### src/common/cbt_regs.svh
`ifndef CBT_REGS_SVH
`define CBT_REGS_SVH

// Program counter lead over the executing halfword (prefetch)
`define CBT_PC_AHEAD 32'h0000_0004
// Software trap vector
`define CBT_TRAP_VECTOR 32'h0000_0008
// Supervisor mode encoding of the mode field
`define CBT_MODE_SUPERVISOR 5'h13
// Status word field positions
`define CBT_SW_N 31
`define CBT_SW_Z 30
`define CBT_SW_C 29
`define CBT_SW_V 28
`define CBT_SW_T 5
// Top opcode patterns of the decoded formats
`define CBT_OP_COND 4'hd
`define CBT_OP_UNCOND 5'h1c
`define CBT_OP_LONG 4'hf
`define CBT_COND_UNDEF 4'he
`define CBT_COND_TRAP 4'hf
// Cycles per class: one-word branch refill matches the 32-bit set
`define CBT_CYC_SEQ 2'h1
`define CBT_CYC_BRANCH 2'h3
`define CBT_CYC_LONG1 2'h1
`define CBT_CYC_LONG2 2'h3

`endif

### src/common/cbt_pkg.sv
package cbt_pkg;

  typedef enum logic [5:0] {
    CBT_NONE   = 6'h01,
    CBT_CBR    = 6'h02,
    CBT_TRAP   = 6'h04,
    CBT_UBR    = 6'h08,
    CBT_LONG1  = 6'h10,
    CBT_LONG2  = 6'h20
  } cbt_class_e;

  typedef enum logic [2:0] {
    CBT_ST_IDLE = 3'h1,
    CBT_ST_BUSY = 3'h2,
    CBT_ST_DONE = 3'h4
  } cbt_state_e;

endpackage

### src/rtl/cbt_cond_eval.sv
`timescale 1ns/100ps
`include "cbt_regs.svh"

// Condition evaluation over the four flags, registered output
module cbt_cond_eval
  import cbt_pkg::*;
(
  // Clock and reset
  input wire logic i_ref_clk,
  input wire logic i_arst_n,
  // Condition and flags
  input wire logic [3:0] i_cond,
  input wire logic i_n,
  input wire logic i_z,
  input wire logic i_c,
  input wire logic i_v,
  // Result
  output logic o_pass
);

  typedef struct packed {
    logic pass;
  } cbt_ce_s;

  cbt_ce_s st_q;
  cbt_ce_s st_d;

  // Flag test per condition code
  function automatic logic cond_ok(input logic [3:0] c, input logic n, input logic z,
                                   input logic cy, input logic v);
    case (c)
      4'h0: cond_ok = z;
      4'h1: cond_ok = !z;
      4'h2: cond_ok = cy;
      4'h3: cond_ok = !cy;
      4'h4: cond_ok = n;
      4'h5: cond_ok = !n;
      4'h6: cond_ok = v;
      4'h7: cond_ok = !v;
      4'h8: cond_ok = cy && !z;
      4'h9: cond_ok = !cy || z;
      4'ha: cond_ok = (n == v);
      4'hb: cond_ok = (n != v);
      4'hc: cond_ok = !z && (n == v);
      4'hd: cond_ok = z || (n != v);
      default: cond_ok = 1'b0;           // Undefined and trap codes never branch
    endcase
  endfunction

  // Next state
  always_comb begin
    st_d = st_q;
    st_d.pass = cond_ok(i_cond, i_n, i_z, i_c, i_v);
  end

  // State register
  always_ff @(posedge i_ref_clk or negedge i_arst_n) begin
    if (!i_arst_n) begin
      st_q <= '0;
    end else begin
      st_q <= st_d;
    end
  end

  assign o_pass = st_q.pass;

endmodule

### src/rtl/cbt_decoder.sv
`timescale 1ns/100ps
`include "cbt_regs.svh"

// How it works
// - Targets use instruction address plus four
// - Code 0000 on Z set, 0001 clear
// - Code 0010 on C set, 0011 clear
// - Code 0100 on N set, 0101 clear
// - Code 0110 on V set, 0111 clear
// - 1000 C and not Z; 1001 opposite
// - 1010 N equals V; 1011 differs
// - 1100 not Z and N=V; 1101 opposite
// - Conditional offset shifted left once, halfword aligned
// - Condition 1111 decodes as software trap
// - Trap saves link and status, vectors supervisor
// - Trap comment field ignored by hardware
// - Cycle counts match 32-bit set equivalents
// - Unconditional offset shifted once, added to counter
// - First half: counter plus offset<<12 into link
// - Second half: link plus offset<<1, link=next|1
// - Long call pair is native behaviour
module cbt_decoder
  import cbt_pkg::*;
#(
  parameter int unsigned ADDR_W = 32
)
(
  // Clock and reset
  input wire logic i_ref_clk,
  input wire logic i_arst_n,
  // Instruction issue
  input wire logic i_issue,
  input wire logic [15:0] i_instr,
  input wire logic [ADDR_W-1:0] i_instr_addr,
  // Architectural state in
  input wire logic [31:0] i_current_status_word,
  input wire logic [ADDR_W-1:0] i_link_register,
  // Program counter update
  output logic o_pc_we,
  output logic [ADDR_W-1:0] o_program_counter,
  // Link register update
  output logic o_lr_we,
  output logic [ADDR_W-1:0] o_link_register,
  // Status update for a trap
  output logic o_trap,
  output logic [31:0] o_saved_status_word,
  output logic [31:0] o_current_status_word,
  // Pipeline handshake
  output logic o_busy,
  output logic o_done,
  output logic o_undefined
);

  // Check width at elaboration
  if (ADDR_W != 32) begin : g_bad_width
    $error("cbt_decoder supports a 32-bit address only");
  end

  typedef struct packed {
    cbt_state_e state;
    cbt_class_e cls;
    logic [1:0] cnt;
    logic [15:0] instr;
    logic [ADDR_W-1:0] addr;
    logic [31:0] sw;
    logic [ADDR_W-1:0] lr;
    logic pc_we;
    logic [ADDR_W-1:0] pc;
    logic lr_we;
    logic [ADDR_W-1:0] lr_out;
    logic trap;
    logic [31:0] saved_status_word;
    logic [31:0] current_status_word;
    logic done;
    logic undef;
    logic pass;
    logic busy;
  } cbt_dec_s;

  cbt_dec_s st_q;
  cbt_dec_s st_d;
  logic cond_pass;

  // --------------------------------------------------------------
  // Decode helpers
  // --------------------------------------------------------------

  // Classify a halfword into one of the branch formats
  function automatic cbt_class_e classify(input logic [15:0] ins);
    if (ins[15:12] == `CBT_OP_COND) begin
      if (ins[11:8] == `CBT_COND_TRAP) begin
        classify = CBT_TRAP;
      end else begin
        classify = CBT_CBR;
      end
    end else if (ins[15:11] == `CBT_OP_UNCOND) begin
      classify = CBT_UBR;
    end else if (ins[15:12] == `CBT_OP_LONG) begin
      classify = ins[11] ? CBT_LONG2 : CBT_LONG1;
    end else begin
      classify = CBT_NONE;
    end
  endfunction

  // Cycles a class occupies, matching the 32-bit set
  function automatic logic [1:0] class_cycles(input cbt_class_e c, input logic taken);
    case (c)
      CBT_CBR: class_cycles = taken ? `CBT_CYC_BRANCH : `CBT_CYC_SEQ;
      CBT_TRAP: class_cycles = `CBT_CYC_BRANCH;
      CBT_UBR: class_cycles = `CBT_CYC_BRANCH;
      CBT_LONG1: class_cycles = `CBT_CYC_LONG1;
      CBT_LONG2: class_cycles = `CBT_CYC_LONG2;
      default: class_cycles = `CBT_CYC_SEQ;
    endcase
  endfunction

  // --------------------------------------------------------------
  // Condition evaluator, one cycle after issue
  // --------------------------------------------------------------

  cbt_cond_eval u_cond (
    .i_ref_clk(i_ref_clk),
    .i_arst_n(i_arst_n),
    .i_cond(i_instr[11:8]),
    .i_n(i_current_status_word[`CBT_SW_N]),
    .i_z(i_current_status_word[`CBT_SW_Z]),
    .i_c(i_current_status_word[`CBT_SW_C]),
    .i_v(i_current_status_word[`CBT_SW_V]),
    .o_pass(cond_pass)
  );

  // --------------------------------------------------------------
  // Execution datapath and sequencing
  // --------------------------------------------------------------

  // One instruction at a time; results appear on the last busy cycle
  always_comb begin
    logic [ADDR_W-1:0] pc_now;
    logic [ADDR_W-1:0] off9;
    logic [ADDR_W-1:0] off12;
    logic [ADDR_W-1:0] off_hi;
    logic [ADDR_W-1:0] off_lo;
    logic [31:0] new_sw;
    logic taken;
    // The evaluator follows the live inputs, so its verdict is held after the first busy cycle
    taken = (st_q.cnt == 2'h0) ? cond_pass : st_q.pass;
    pc_now = st_q.addr + `CBT_PC_AHEAD;
    off9 = {{(ADDR_W-9){st_q.instr[7]}}, st_q.instr[7:0], 1'b0};
    off12 = {{(ADDR_W-12){st_q.instr[10]}}, st_q.instr[10:0], 1'b0};
    off_hi = {{(ADDR_W-23){st_q.instr[10]}}, st_q.instr[10:0], 12'h000};
    off_lo = {{(ADDR_W-12){1'b0}}, st_q.instr[10:0], 1'b0};
    new_sw = st_q.sw;
    new_sw[`CBT_SW_T] = 1'b0;
    new_sw[4:0] = `CBT_MODE_SUPERVISOR;
    st_d = st_q;
    st_d.pc_we = 1'b0;
    st_d.lr_we = 1'b0;
    st_d.trap = 1'b0;
    st_d.done = 1'b0;
    st_d.undef = 1'b0;
    case (st_q.state)
      CBT_ST_IDLE: begin
        if (i_issue) begin
          st_d.instr = i_instr;
          st_d.addr = i_instr_addr;
          st_d.sw = i_current_status_word;
          st_d.lr = i_link_register;
          st_d.cls = classify(i_instr);
          st_d.state = CBT_ST_BUSY;
          st_d.cnt = 2'h0;
        end
      end
      CBT_ST_BUSY: begin
        // Cycle count known once the condition is resolved
        st_d.pass = taken;
        if (st_q.cnt == 2'h0 && class_cycles(st_q.cls, taken) == 2'h1 ||
            st_q.cnt == class_cycles(st_q.cls, taken) - 2'h1) begin
          st_d.state = CBT_ST_DONE;
          st_d.done = 1'b1;
          case (st_q.cls)
            CBT_CBR: begin
              if (st_q.instr[11:8] == `CBT_COND_UNDEF) begin
                st_d.undef = 1'b1;
              end else if (taken) begin
                st_d.pc_we = 1'b1;
                st_d.pc = pc_now + off9;
              end
            end
            CBT_TRAP: begin
              // Comment field bits [7:0] take no part here
              st_d.pc_we = 1'b1;
              st_d.pc = `CBT_TRAP_VECTOR;
              st_d.lr_we = 1'b1;
              st_d.lr_out = st_q.addr + 32'h0000_0002;
              st_d.trap = 1'b1;
              st_d.saved_status_word = st_q.sw;
              st_d.current_status_word = new_sw;
            end
            CBT_UBR: begin
              st_d.pc_we = 1'b1;
              st_d.pc = pc_now + off12;
            end
            CBT_LONG1: begin
              st_d.lr_we = 1'b1;
              st_d.lr_out = pc_now + off_hi;
            end
            CBT_LONG2: begin
              st_d.pc_we = 1'b1;
              st_d.pc = st_q.lr + off_lo;
              st_d.lr_we = 1'b1;
              st_d.lr_out = (st_q.addr + 32'h0000_0002) | 32'h0000_0001;
            end
            default: begin
              st_d.undef = 1'b0;
            end
          endcase
        end else begin
          st_d.cnt = st_q.cnt + 2'h1;
        end
      end
      CBT_ST_DONE: begin
        st_d.state = CBT_ST_IDLE;
      end
      default: begin
        st_d.state = CBT_ST_IDLE;
      end
    endcase
    // Busy is registered so the output comes straight from a flip-flop
    st_d.busy = (st_d.state != CBT_ST_IDLE);
  end

  // State register
  always_ff @(posedge i_ref_clk or negedge i_arst_n) begin
    if (!i_arst_n) begin
      st_q <= '{state: CBT_ST_IDLE, cls: CBT_NONE, default: '0};
    end else begin
      st_q <= st_d;
    end
  end

  // Outputs straight from the state register
  assign o_pc_we = st_q.pc_we;
  assign o_program_counter = st_q.pc;
  assign o_lr_we = st_q.lr_we;
  assign o_link_register = st_q.lr_out;
  assign o_trap = st_q.trap;
  assign o_saved_status_word = st_q.saved_status_word;
  assign o_current_status_word = st_q.current_status_word;
  assign o_busy = st_q.busy;
  assign o_done = st_q.done;
  assign o_undefined = st_q.undef;

endmodule

### config.mk
export PLATFORM = sky130hd
export DESIGN_NAME = cbt_decoder
export DESIGN_NICKNAME = d
export VERILOG_FILES = /design/src/common/cbt_pkg.sv /design/src/rtl/cbt_cond_eval.sv /design/src/rtl/cbt_decoder.sv
export VERILOG_INCLUDE_DIRS = /design/src /design/src/common
export SDC_FILE = /design/constraint.sdc
export NUM_CORES = 1
export LEC_CHECK = 0
export ABC_AREA = 1
export BUFFER_PORTS_ARGS = -buffer_cell sky130_fd_sc_hd__buf_2
export CAP_MARGIN = 20
export CORE_MARGIN = 5
export CORE_UTILIZATION = 30
export CTS_CLUSTER_DIAMETER = 200
export DETAILED_ROUTE_END_ITERATION = 8
export PLACE_DENSITY = 0.45
export SYNTH_ARGS = -nofsm -noshare
export SYNTH_HDL_FRONTEND = slang
export SYNTH_SLANG_ARGS = --single-unit
### constraint.sdc
create_clock -name i_ref_clk -period 4 [get_ports i_ref_clk]
set_input_delay 0.2 -clock i_ref_clk [delete_from_list [all_inputs] [get_ports i_ref_clk]]
set_output_delay 0.2 -clock i_ref_clk [all_outputs]
set_load 0.02 [all_outputs]
== Yosys cells after proc, flatten, opt, wreduce, memory -nomap -nowiden ==
Cells that the tools add are included.

* Register bits: 256
* Input bits: 115
* Output and inout port bits: 134
* Word-level logic and storage cells: 106

* Add/sub/neg operators: 8
* Equal/unequal tests: 34
* Muxes and demuxes: 24
* Reduce and logical (&&, ||, !) cells: 21

{| class="wikitable"
|+ Operators with widths
! cell !! count
|-
| 134-bit 2-to-1 mux || 1
|-
| 133-bit 2-to-1 mux || 1
|-
| 33-bit case mux with 4 select lines || 1
|-
| 123-bit 2-to-1 mux || 1
|-
| 33-bit case mux with 3 select lines || 1
|-
| 32-bit adder || 3
|-
| 33-bit 2-to-1 mux || 2
|-
| 65-bit 2-to-1 mux || 1
|-
| 4-bit equality test (second input constant) || 10
|-
| 32-bit by 12-bit adder with 32-bit output || 1
|-
| 32-bit by 2-bit adder with 32-bit output (second input constant) || 1
|-
| 32-bit by 3-bit adder with 32-bit output (second input constant) || 1
|-
| 6-bit 2-to-1 mux || 4
|-
| 4-bit by 3-bit equality test with 1-bit output (second input constant) || 4
|-
| 1-bit case mux with 14 select lines || 1
|-
| 3-bit AND reduction || 3
|-
| 4-bit by 2-bit equality test with 1-bit output (second input constant) || 2
|-
| 2-bit inequality test (second input constant) || 4
|-
| 2-bit case mux with 2 select lines || 2
|-
| 6-bit by 2-bit equality test with 1-bit output (second input constant) || 1
|-
| 6-bit by 3-bit equality test with 1-bit output (second input constant) || 1
|-
| 6-bit by 4-bit equality test with 1-bit output (second input constant) || 1
|-
| 6-bit by 5-bit equality test with 1-bit output (second input constant) || 1
|-
| 6-bit equality test (second input constant) || 1
|-
| other kinds (26) || 38
|}

== Longest topological paths before layout ==
* Depth after elaboration: 11
* Gate-level depth with buffers: 25
* Mapped depth without buffers: 24

== Modules after synthesis ==
A second synthesis with hierarchy kept.

* Cells, all modules: 2,717
* Area total of the unflattened synthesis: 17,674.5 um2

{| class="wikitable"
|+ Modules (own cells, without submodules)
! module !! instances !! cells each !! area each (um2) !! seq. area each (um2)
|-
| cbt_decoder || 1 || 2,666 || 17,453.0 || 5,582.9
|-
| cbt_cond_eval || 1 || 51 || 221.5 || 25.0
|}

== Worst setup path before layout ==
OpenSTA, ideal clock, no wires.

* Path type: flip-flop to flip-flop
* Start: register st_q[201] (netlist bit)
* End: register st_q, in the netlist o_link_register[24]
* Setup time: 0.116 ns
* Arrival: 3.149 ns
* Setup slack: 0.735 ns
* Stages on the path, launching flop included: 20
* Buffers on the path: 0
* Cells stage by stage: dfrtp_1 ha_1 nand2_1 nor2_1 nand2_1 xnor2_1 ha_1 inv_1 fa_1 inv_1 nand2_1 nand2_1 o21ai_0 o21ai_0 a21oi_1 or2_2 nand3_1 nand2_1 nand2_1 nand2_1

* Longest elaborated chain between the ends: 3

{| class="wikitable"
|+ Ends and longest elaborated chain
! element !! RTL line !! RTL
|-
| from (decl) || cbt_decoder.sv:80 || <nowiki>cbt_dec_s st_q;</nowiki>
|-
| from (signal assigned) || cbt_decoder.sv:237 || <nowiki>st_q <= st_d;</nowiki>
|-
| 32-bit by 3-bit adder with 32-bit output (no source line) || - ||
|-
| 32-bit adder || cbt_decoder.sv:205 || <nowiki>st_d.lr_out = pc_now + off_hi;</nowiki>
|-
| 33-bit case mux with 3 select lines * || cbt_decoder.sv:180 || <nowiki>case (st_q.cls)</nowiki>
|}

Every way passes the cells marked *; elsewhere a longest branch is shown, timed or not.
A chain may end at the register's enable or synchronous reset.

== Final worst setup path ==
Ends and elaborated chain as after synthesis.

==> qor.yml <==
power_and_ir_drop:
  swShare_pct: 52.4
  clock_power_share_pct: 15.0
  internal_power_w: 0.00811
  pwr-share-seq_pct: 22.0
  ir_drop_mv: 0.398
  p_per_area_mw_per_mm2: 793
  p_leak_nw: 11.8
  p_switching_w: 0.00892
  comb_power_share_pct: 63.1
timing:
  post-route-period-util_pct: 93.8
  max-slew-margin-rel_pct: 28.9
  holdWs_ns: 0.0863
  hold_violations: 0
  slew_violations: 0
  min_period_ns: 3.75
  grt_setup_unrepaired: "no"
  finalSetupViolCount: 0
  worst-slew-pin-transition_ns: 1.06
  setup_slack_ns: 0.248
  skew_ns: 0.0162
  fmax_ghz: 0.267
clocking:
  clock_latency_ns: 0.59
  clock-sinks: 224
  cts_buffers: 28
  clock_path_buffers: 3
  htree_levels: 1
  path_clk_slew_ns: 0.06
  cts_tree: "built"
  clk_root_buffer_cell: "clkbuf_16"
placed_design:
  dp_cells: 3626
  pre_cts_ws_ns: -0.465
  place_area_mm2: 0.0193
  numPortBuffers: 245
  place_congestion: 0.919
  dp_hpwl_um: 57200
critical_path:
  path_max_fanout: 6
  crit_arrival_ns: 4.23
  r2r_start: "st_q[201]$_DFFE_PN0P_"
  crit_type: "register to register"
  cp-start-kind: "register"
  cp-startpoint: "st_q[201]$_DFFE_PN0P_"
  end_kind: "register"
  required_ns: 4.47
logic_synthesis:
  synth_seq_cells: 224
  synth_area_leaders: "dfrtp_1 32%, nand2_1 23%, inv_1 6.0%, nand3_1 5.7%, ha_1 5.6%"
  ys_seq_area_share_pct: 32.0
  synthCells: 2693
  ys_warn_count: 0
  yosysTopAreaCell: "dfrtp_1"
  synth_area_mm2: 0.0175
  yosysUniqueCellTypes: 50
  avgSynthCellArea_um2: 6.51
  yosysTopAreaCellShare_pct: 31.7
floorplanning:
  die_height_um: 252
  num_rows: 88
  die-area_mm2: 0.0634
  ios: 249
  core_area_mm2: 0.0578
  die_w_um: 252
  start_util_pct: 30.3
drt:
  drt-initial-drc-count: 1169
  drc: 0
  wl_per_cell_um: 18.8
  drt_first_pass_iters: 5
  post_drt_via_cell_ratio: 4.74
  postRouteAntennaNets: 0
  wl_um: 71200
  num_vias: 18000
grt:
  grt_pass1_vias: 17700
  grt_remaining_overflow: 0
  grt_first_pass_wirelength_um: 107000
  grt_use_total_pct: 21.7
  grt_max_degree: 81
  antenna_found_initial: 0
finish:
  drive_gt1_share_pct: 15.5
  multi_input_area_mm2: 0.00968
  fillers: 6310
  area_growth_pct: 22.4
  fin_area_mm2: 0.0215
  seq_area_mm2: 0.00561
  nNetsFinal: 3203
  layout.cells.non_filler: 3794
min_path:
  min_path_type: "primary input to register"
  min-delay-start: "i_instr[15]"
job:
  cap_viol_max_count: 0
run_status:
  status: "finished, final reports clean"
-- cell families after synthesis --
kind of cell / synth area share [%]
buf+inv: 13.2
other cells: 0.0214
simple gates: 37.9
fa+ha+maj: 5.98
xor+xnor: 2.40
compound gates: 8.52
flops: 32.0
-- path summary, 6_finish.rpt --
kind | cells after the start | end | slack [ns]
max in group asynchronous | 3 | st_q[255]$_DFF_PN1_ | 2.81
worst min register to register | 2 | o_saved_status_word[24]$_DFFE_PN0P_ | 0.47
worst min-delay path | 3 | st_q[249]$_DFFE_PN1P_ | 0.09
worst max-delay path | 20 | o_link_register[24]$_DFFE_PN0P_ | 0.25
worst max register to register | 20 | o_link_register[24]$_DFFE_PN0P_ | 0.25
min in group asynchronous | 2 | st_q[179]$_DFFE_PN0P_ | 0.20
-- worst max-delay path, cell delays in order (launching register included) --
cell and delay (ns):
dfrtp_2 0.42, ha_2 0.26, nand2_1 0.11, nor2_1 0.16
nand2_2 0.15, xnor2_4 0.22, ha_2 0.25, inv_1 0.09
fa_1 0.38, inv_1 0.16, nand2_1 0.10, nand2_1 0.06
o21ai_0 0.21, o21ai_1 0.23, buf_4 0.16, a21oi_1 0.07
or2_2 0.27, nand3_1 0.13, nand2_1 0.09, nand2_1 0.07
nand2_1 0.05
-- layout by cell type (no fill, tap or decap), types with 5 or more instances in the layout --
cell type and count:
dfrtp_1 217, clkinv_2 6, nand3b_1 14, o21bai_1 13, xnor2_1 9, or2_2 23
nor3_1 30, inv_2 8, inv_1 278, clkbuf_1 8, dlygate4sd3_1 114, buf_2 244
nor2_2 6, nand3_1 200, clkbuf_8 5, a21oi_1 100, clkbuf_16 28, xor2_1 35
and2_1 7, dfrtp_2 5, nor2_1 183, o21ai_1 5, nand4_1 34, o21ai_0 137
nand2_1 1056, buf_4 103, o22ai_1 9, ha_1 77
-- cell usage after synthesis, drive strengths merged --
| library cell | n |
|---|---|
| a21boi | 6 |
| xor2 | 38 |
| o211ai | 1 |
| o21bai | 13 |
| dfstp | 2 |
| a22oi | 1 |
| a21oi | 100 |
| nor3b | 2 |
| and3 | 1 |
| conb | 1 |
| inv | 288 |
| clkbuf | 35 |
| nand4 | 37 |
| buf | 149 |
| o22ai | 9 |
| nor4 | 5 |
| o21ai | 142 |
| dfrtp | 222 |
| nor3 | 34 |
| o32ai | 1 |
| or2 | 27 |
| fa | 3 |
| a21o | 3 |
| ha | 79 |
| nand2 | 1062 |
| nand3 | 203 |
| o31ai | 1 |
| nand3b | 14 |
| o21a | 4 |
| nor2 | 193 |
| and2 | 7 |
| xnor2 | 10 |
-- power by group through the flow --
stage / Combinational, W / Sequential (W) / Clock [W]
global route: 0.0119 / 0.00384 / 0.00272
CTS: 0.0107 / 0.00374 / 0.00263
finish: 0.0107 / 0.00374 / 0.00255
floorplan: 0.00693 / 0.00352 / 0
detailed placement: 0.0105 / 0.00377 / 0
global placement: 0.0106 / 0.00377 / 0
-- per-stage QoR --
step	utilization (%)	TNS [ns]	power, W
after floorplan	-	0	0.0104
after global placement	33.5	-2.00	0.0143
after detailed placement	33.5	-2.24	0.0143
after CTS	37.1	0	0.0170
after global routing	37.1	0	0.0185
final	37.1	0	0.0170
-- final cells by class --
class / count / area share (%)
flip-flops and latches: 224 / 26.2
clock buffers: 41 / 3.72
multi-input cells: 1999 / 45.1
diodes: 1 / 0.0117
clock inverters: 11 / 0.536
well taps: 765 / 4.46
inverters: 288 / 5.06
repair buffers: 465 / 15.0
-- per-layer routing --
layer  wire length (um)  GRT usage (%)
met3               3370           2.26
met4               2390           6.49
met2              32900           36.3
met1              32600           29.8
met5                  0              0
-- repair_timing --
action	in CTS	in global routing
buffers inserted	1	0
resized for setup	3	14
endpoints found under the hold margin	189	0
hold buffers	114	0
pin swaps	1	0
setup endpoints to repair	6	25
-- registers in the layout (all words and copies together), names as in the netlist, 32 cells and up --
signal and count:
o_saved_status_word 32, st_q 120, o_program_counter 32, o_link_register 32
(Power assumes the default switching activity.)
